<file path="src/design/hp_fault_pkg.sv">
// Constants and carrier types for the hot-plug fault and common status logic
//------------------------------------------------------------------
// Summary of operation
//------------------------------------------------------------------
// Summary of operation
// RULE1 - Main overcurrent fault clears only after slot B main-on input goes low
// RULE2 - Aux overcurrent fault clears only after slot B aux-enable goes low
// RULE3 - Both overcurrents need main-on and aux-enable low before clearing
// RULE4 - Serial power control keeps fault status bit and fault pin inactive
// RULE5 - Under serial power control system ties main-on and aux-enable low
// RULE6 - Forced-on input low releases the slot B fault pin unconditionally
// RULE7 - Fault status bit ignores forced-on and reports real fault state
// RULE8 - Common status bits 5 and 4 show live general-purpose input levels
// RULE9 - Interrupt mask bit 3: zero enables interrupt, one suppresses it
// RULE10 - Device never answers the alert response protocol
// RULE11 - Undervoltage flag bit 2 sets on supply-low lockout isolation fault
// RULE12 - Undervoltage flag sets only while main-on asserted or main enable set
// RULE13 - Over-temperature flag bit 1 sets when die exceeds limit
// RULE14 - Temperature and undervoltage flags clear only by writing one
// RULE15 - Writing one clears an overcurrent bit and interrupt, not fault pin
// RULE16 - Fault status bit reads one while the fault pin is driven low
// RULE17 - Interrupt low while any flag set and mask zero
package hp_fault_pkg;
  localparam logic [7:0] COMMON_STATUS_ADDR  = 8'h06;
  localparam logic [7:0] SLOT_B_STATUS_ADDR  = 8'h05;
  localparam logic [7:0] COMMON_STATUS_RST   = 8'h00;
  localparam int         GPI_B_BIT           = 5;
  localparam int         GPI_A_BIT           = 4;
  localparam int         MASK_BIT            = 3;
  localparam int         UV_BIT              = 2;
  localparam int         OT_BIT              = 1;
  localparam int         FAULT_BIT           = 7;
  localparam int         AUX_OC_BIT          = 4;
  localparam int         MAIN12_OC_BIT       = 2;
  localparam int         MAIN3_OC_BIT        = 0;

  // Register access request from the serial bus front end
  typedef struct packed {
    logic       wr;
    logic       rd;
    logic [7:0] addr;
    logic [7:0] wdata;
  } reg_req_t;

  // Fault events from the analog monitors
  typedef struct packed {
    logic main12_oc;
    logic main3_oc;
    logic aux_oc;
    logic supply_low_lockout;
    logic overtemp;
  } fault_evt_t;
endpackage

</file>
<file path="src/design/hotplug_fault_status_logic.sv">
// Slot B fault indication and common status register
`timescale 1ns/1ps
module hotplug_fault_status_logic (
  input  wire logic                    clk,
  input  wire logic                    srst,
  input  wire hp_fault_pkg::reg_req_t  req,
  input  wire hp_fault_pkg::fault_evt_t evt,
  input  wire logic                    slot_b_main_on_in,
  input  wire logic                    slot_b_aux_enable_in,
  input  wire logic                    slot_b_force_on_n_in,
  input  wire logic                    slot_b_gp_input,
  input  wire logic                    slot_a_gp_input,
  input  wire logic                    serial_power_control,
  input  wire logic                    main_enable_bit,
  output logic [7:0]                   rdata,
  output logic                         slot_b_fault_n_out,
  output logic                         slot_b_fault_n_oe,
  output logic                         int_n
);
  //------------------------------------------------------------------
  // Input synchronisers
  //------------------------------------------------------------------
  logic [4:0] meta_r;
  logic [4:0] sync_r;
  logic       on_s;
  logic       aux_s;
  logic       force_n_s;
  logic       gpb_s;
  logic       gpa_s;

  // Pins are asynchronous; two flops before use
  always_ff @(posedge clk) begin
    if (srst) begin
      meta_r <= 5'h1c;
      sync_r <= 5'h1c;
    end else begin
      meta_r <= {slot_b_force_on_n_in, slot_b_gp_input, slot_a_gp_input,
                 slot_b_main_on_in, slot_b_aux_enable_in};
      sync_r <= meta_r;
    end
  end
  assign {force_n_s, gpb_s, gpa_s, on_s, aux_s} = sync_r;

  //------------------------------------------------------------------
  // Slot B fault latch
  //------------------------------------------------------------------
  logic main_fault_r;
  logic main_fault_nxt;
  logic aux_fault_r;
  logic aux_fault_nxt;
  logic fault_active;

  // Each cause holds until its own enable drops; with both latched, both must drop
  assign main_fault_nxt = serial_power_control ? 1'b0 :
                          (evt.main12_oc | evt.main3_oc) ? 1'b1 :
                          (main_fault_r & on_s); // RULE1 RULE3 RULE4
  assign aux_fault_nxt  = serial_power_control ? 1'b0 :
                          evt.aux_oc ? 1'b1 :
                          (aux_fault_r & aux_s); // RULE2 RULE3 RULE4
  assign fault_active   = main_fault_r | aux_fault_r; // RULE16 RULE7

  always_ff @(posedge clk) begin
    if (srst) begin
      main_fault_r <= 1'b0;
      aux_fault_r  <= 1'b0;
    end else begin
      main_fault_r <= main_fault_nxt;
      aux_fault_r  <= aux_fault_nxt;
    end
  end

  //------------------------------------------------------------------
  // Slot B overcurrent status bits, write one to clear
  //------------------------------------------------------------------
  logic       wr_slot_b;
  logic       wr_common;
  logic [2:0] oc_r;
  logic [2:0] oc_evt;
  logic [2:0] oc_clr;
  logic [2:0] oc_nxt;

  assign wr_slot_b = req.wr & (req.addr == hp_fault_pkg::SLOT_B_STATUS_ADDR);
  assign wr_common = req.wr & (req.addr == hp_fault_pkg::COMMON_STATUS_ADDR);
  assign oc_evt = serial_power_control ? 3'h0 :
                  {evt.aux_oc, evt.main12_oc, evt.main3_oc};
  assign oc_clr = wr_slot_b ?
                  {req.wdata[hp_fault_pkg::AUX_OC_BIT],
                   req.wdata[hp_fault_pkg::MAIN12_OC_BIT],
                   req.wdata[hp_fault_pkg::MAIN3_OC_BIT]} : 3'h0;
  // Set beats clear so a fresh event is never lost; fault pin untouched
  // Serial power control empties them, so no stale cause stays visible
  assign oc_nxt = serial_power_control ? 3'h0 :
                  (oc_evt | (oc_r & ~oc_clr)); // RULE15 RULE4

  always_ff @(posedge clk) begin
    if (srst) begin
      oc_r <= 3'h0;
    end else begin
      oc_r <= oc_nxt;
    end
  end

  //------------------------------------------------------------------
  // Common status register
  //------------------------------------------------------------------
  logic mask_r;
  logic uv_r;
  logic uv_nxt;
  logic ot_r;
  logic ot_nxt;
  logic uv_set;

  // Lockout only counts when the slot was meant to be on
  assign uv_set = evt.supply_low_lockout &
                  (on_s | main_enable_bit); // RULE11 RULE12
  assign uv_nxt = uv_set |
                  (uv_r & ~(wr_common & req.wdata[hp_fault_pkg::UV_BIT]));
                  // RULE14
  assign ot_nxt = evt.overtemp |
                  (ot_r & ~(wr_common & req.wdata[hp_fault_pkg::OT_BIT]));
                  // RULE13 RULE14

  always_ff @(posedge clk) begin
    if (srst) begin
      mask_r <= hp_fault_pkg::COMMON_STATUS_RST[hp_fault_pkg::MASK_BIT];
      uv_r   <= hp_fault_pkg::COMMON_STATUS_RST[hp_fault_pkg::UV_BIT];
      ot_r   <= hp_fault_pkg::COMMON_STATUS_RST[hp_fault_pkg::OT_BIT];
    end else begin
      if (wr_common) begin
        mask_r <= req.wdata[hp_fault_pkg::MASK_BIT]; // RULE9
      end
      uv_r <= uv_nxt;
      ot_r <= ot_nxt;
    end
  end

  //------------------------------------------------------------------
  // Read data, pins and interrupt
  //------------------------------------------------------------------
  logic [7:0] common_rd;
  logic [7:0] slot_b_rd;
  logic [7:0] rdata_nxt;
  logic       any_flag;

  // Live GPI levels; reserved bits read zero
  assign common_rd = {2'b00, gpb_s, gpa_s, mask_r, uv_r, ot_r, 1'b0}; // RULE8
  assign slot_b_rd = {fault_active, 2'b00, oc_r[2], 1'b0, oc_r[1], 1'b0,
                      oc_r[0]}; // RULE7 RULE16
  assign rdata_nxt = ~req.rd ? rdata :
                     (req.addr == hp_fault_pkg::COMMON_STATUS_ADDR) ?
                     common_rd :
                     (req.addr == hp_fault_pkg::SLOT_B_STATUS_ADDR) ?
                     slot_b_rd : 8'h00;
  assign any_flag  = uv_r | ot_r | (|oc_r);

  // No alert response logic exists; host polls the status registers
  always_ff @(posedge clk) begin
    if (srst) begin
      rdata              <= 8'h00;
      slot_b_fault_n_out <= 1'b0;
      slot_b_fault_n_oe  <= 1'b0;
      int_n              <= 1'b1;
    end else begin
      rdata              <= rdata_nxt;
      slot_b_fault_n_out <= 1'b0;
      slot_b_fault_n_oe  <= fault_active & force_n_s; // RULE6 RULE4
      int_n              <= ~(any_flag & ~mask_r); // RULE17 RULE9 RULE10
    end
  end
endmodule

</file>
<file path="config.mk">
export PLATFORM = sky130hd
export DESIGN_NAME = hotplug_fault_status_logic
export DESIGN_NICKNAME = d
export VERILOG_FILES = /design/src/design/hp_fault_pkg.sv /design/src/design/hotplug_fault_status_logic.sv
export SDC_FILE = /design/constraint.sdc
export NUM_CORES = 1
export LEC_CHECK = 0
export ABC_AREA = 0
export BUFFER_PORTS_ARGS = -buffer_cell sky130_fd_sc_hd__buf_2
export CORE_MARGIN = 2
export CORE_UTILIZATION = 48
export CTS_BUF_LIST = sky130_fd_sc_hd__clkbuf_8
export DETAILED_ROUTE_END_ITERATION = 6
export HOLD_SLACK_MARGIN = 0.02
export PLACE_DENSITY = 0.8
export REMOVE_ABC_BUFFERS = 1
export SYNTH_ARGS = -nofsm -noshare
export SYNTH_HDL_FRONTEND = slang
export SYNTH_SLANG_ARGS = --single-unit
</file>
<file path="constraint.sdc">
create_clock -name clk -period 1.3 [get_ports clk]
set_clock_uncertainty 0.05 [all_clocks]
set_input_delay 0.13 -clock clk [delete_from_list [all_inputs] [get_ports clk]]
set_output_delay 0.13 -clock clk [all_outputs]
set_load 0.03 [all_outputs]
</file>
==> metrics.md <==
| Metric | Value |
|---|---|
| Root buf cell | `clkbuf_8` |
| Number of global-route vias before repair | `838` |
| Area after DPL | `1240 um^2` |
| Max-cap violations | `0` |
| First-pass GRT wire length | `3.66 mm` |
| Global route total overflow | `0` |
| Placed insts | `164` |
| Fin crit share | `87.5%` |
| Antenna-violating nets left | `0` |
| Tmin final | `1.14 ns` |
| Mapped Area | `1020 um^2` |
| Non-Filler Instances | `176` |
| Setup violators final | `0` |
| Die width | `50.2 um` |
| Met3 Use GR | `3.57%` |
| DRT iter0 DRCs | `33` |
| Critical-path top delay cell | `or4_1` |
| Max FO, Critical Path | `3` |
| Final Util | `68.9%` |
| DR pass1 iterations | `4` |
| Sink Count | `27` |
| GR met2 Demand/Resource | `34.2%` |
| Gate Count Post-Synth | `102` |
| Routed length per placed instance | `13.0 um` |
| Reg area | `541 um^2` |
| Number of buffers added on ports | `37` |
| Pins over their slew limit | `0` |
| Die Y | `between 50 and 60 um` |
| Design Power | `1530 uW` |
| Worst-Skew Late Latency | `approximately 0.28 ns` |
| Grt peak-use layer | `met2` |
| Hold Fails Final Rpt | `0` |
| Synth Register Bits | `27` |
| Status | `finished clean` |
| Synth unique cells | `28` |
| Multi-input gate area | `444 um^2` |
| Total CTS buffers | `3` |
| # diodes | `0` |
| Effective utilization at floorplan | `51.6%` |
| Syn Area/Cell | `10.0 um^2` |
| Max Clock Freq | `around 0.88 GHz` |
| I/O pins | `43` |
| Nets | `about 180` |
| Final Wtd Congestion | `0.727` |
| Vias per inst | `5.16` |
| CTS max path bufs | `2` |
| Synth-to-Final Area Change | `33.5%` |
| CP max stage delay | `0.53 ns` |
| Initial antenna violation count | `0` |
| Max IR drop VDD | `0.680 mV` |
| Register area share after synthesis | `approximately 53%` |
| DR DRC count | `0` |
| Via count | `~900` |
| Crit path DAT | `roughly 1.3 ns` |
| Largest net degree at the start of global routing | `18` |
| FP Rows | `16` |
| Worst-path cell chain | `or4_1, o21ai_0` |
| Final instance area | `1370 um^2` |
| Std-Cell Core Area | `1980 um^2` |
| Die area | `2520 um^2` |
| Clk slew on worst S/H paths | `0.09 ns` |
| P per Cell Area | `between 1000 and 1500 nW/um^2` |
| Buf/Inv on CP | `0` |
| TritonCTS clock tree | `yes` |
| Startpoint types | `flip-flop` |
| Setup_tns | `0 ns` |
| Gr usage total | `19.6%` |
| Proportion of layout cells with a drive suffix above 1 | `38.3%` |
| DP HPWL | `1.70 mm` |
| Critical Path RT | `1.45 ns` |
| Leakage | `0.000585 uW` |
| M1 GR Usage | `22.8%` |
| Fillers | `162` |
| CP Class | `reg -> reg` |
| Htree depth | `1` |
| WL final | `~2.3 mm` |
| Top delay family on crit path | `simple AND/OR/NAND/NOR gates` |
| Yosys Warn Count | `0` |
| HP Class | `in -> reg` |
| RSZ-0062 raised after global routing | `false` |
| Crit path capture type | `flip-flop` |
## per-layer routing
layer	part of all wire (%)	vias to the layer above	wire length, um
met5	0	-	0
met4	1.7	0	38
met3	6.0	3	137
met2	50	34	1160
met1	42	421	962
li1	-	450	-
## Yosys cell counts
master / instances / area share [%]
a21oi_1: 1 / 0.49
nand2_1: 5 / 1.8
clkbuf_1: 3 / 1.1
inv_1: 3 / 1.1
nor3_1: 2 / 0.98
a41oi_1: 3 / 2.6
nor3b_1: 1 / 0.73
and3_2: 1 / 0.73
a211oi_1: 1 / 0.73
nand2b_1: 6 / 3.7
or4_1: 1 / 0.73
nor2_1: 5 / 1.8
o32ai_1: 3 / 2.6
a311oi_1: 2 / 1.7
conb_1: 1 / 0.37
or3b_2: 4 / 3.4
nand3_1: 2 / 0.98
buf_2: 1 / 0.49
dfxtp_1: 27 / 53
buf_4: 2 / 1.5
mux2i_1: 1 / 0.98
or2_2: 6 / 3.7
and4_2: 1 / 0.98
nor4b_4: 1 / 2.3
o21ai_0: 5 / 2.4
o31ai_1: 4 / 2.9
a22oi_1: 2 / 1.5
nor2b_1: 8 / 4.9
## registers in the layout, summed over array words and instances (netlist names)
register and cells:
aux_fault_r 1, int_n 1, main_fault_r 1, mask_r 1
meta_r 5, oc_r 3, ot_r 1, rdata 7
slot_b_fault_n_oe 1, sync_r 5, uv_r 1
## cells in the final DEF, fill, tap and decap left out, types with 3 or more instances in the layout
master | synthesis | final
inv_1 | 3 | 3
nand2b_1 | 6 | 6
nand2_1 | 5 | 5
dfxtp_1 | 27 | 27
or2_2 | 6 | 6
buf_2 | 1 | 37
dlygate4sd3_1 | 0 | 8
or3b_2 | 4 | 4
a41oi_1 | 3 | 3
o32ai_1 | 3 | 3
nor2_1 | 5 | 5
buf_4 | 2 | 3
clkbuf_8 | 0 | 3
o31ai_1 | 4 | 4
o21ai_0 | 5 | 5
nor2b_1 | 8 | 8
## power by group
part / internal [uW] / switching, uW
Sequential: 858 / 13.3
Combinational: 88.0 / 88.0
Clock: 218 / 266
## cell families (layout without fill, tap and decap cells)
logic type	after synthesis	after routing	synth area share, %
other cells	1	2	0.366
simple gates	43	43	26.8
compound gates	21	21	14.9
flops	27	27	52.8
mux	1	1	0.978
buf+inv	9	55	4.16
## what timing repair did
action,4_1_cts,5_1_grt
hold buffers,8,0
endpoints found under the hold margin,9,0
resized for setup,0,0
buffers inserted,0,0
## per-stage QoR
stage,setup slack (ns),hold WS [ns]
CTS,0.167,0.0205
global placement,0.101,0.263
finish,0.162,0.0196
detailed placement,0.0276,0.266
global route,0.0930,0.0405
floorplan,0.163,0.152
## cell type report
type	instances	share of cell area, %
sequential	27	39.6
clock inverter	1	0.549
timing repair buffer	48	21.1
multi-input combinational	67	32.5
tap	27	2.47
clock buffer	3	3.02
inverter	3	0.824
## worst paths after layout
| path | startpoint | endpoint | slack [ns] | depth (start not counted) |
|---|---|---|---|---|
| worst max-delay path | oc_r[1]$_SDFF_PP0_ | int_n$_SDFF_PP1_ | 0.16 | 2 |
| worst max register to register | oc_r[1]$_SDFF_PP0_ | int_n$_SDFF_PP1_ | 0.16 | 2 |
| worst min register to register | meta_r[2]$_SDFF_PP1_ | sync_r[2]$_SDFF_PP1_ | 0.37 | 1 |
| worst min-delay path | slot_b_main_on_in | meta_r[1]$_SDFF_PP0_ | 0.02 | 2 |
Power figures use the tool's default switching activity.
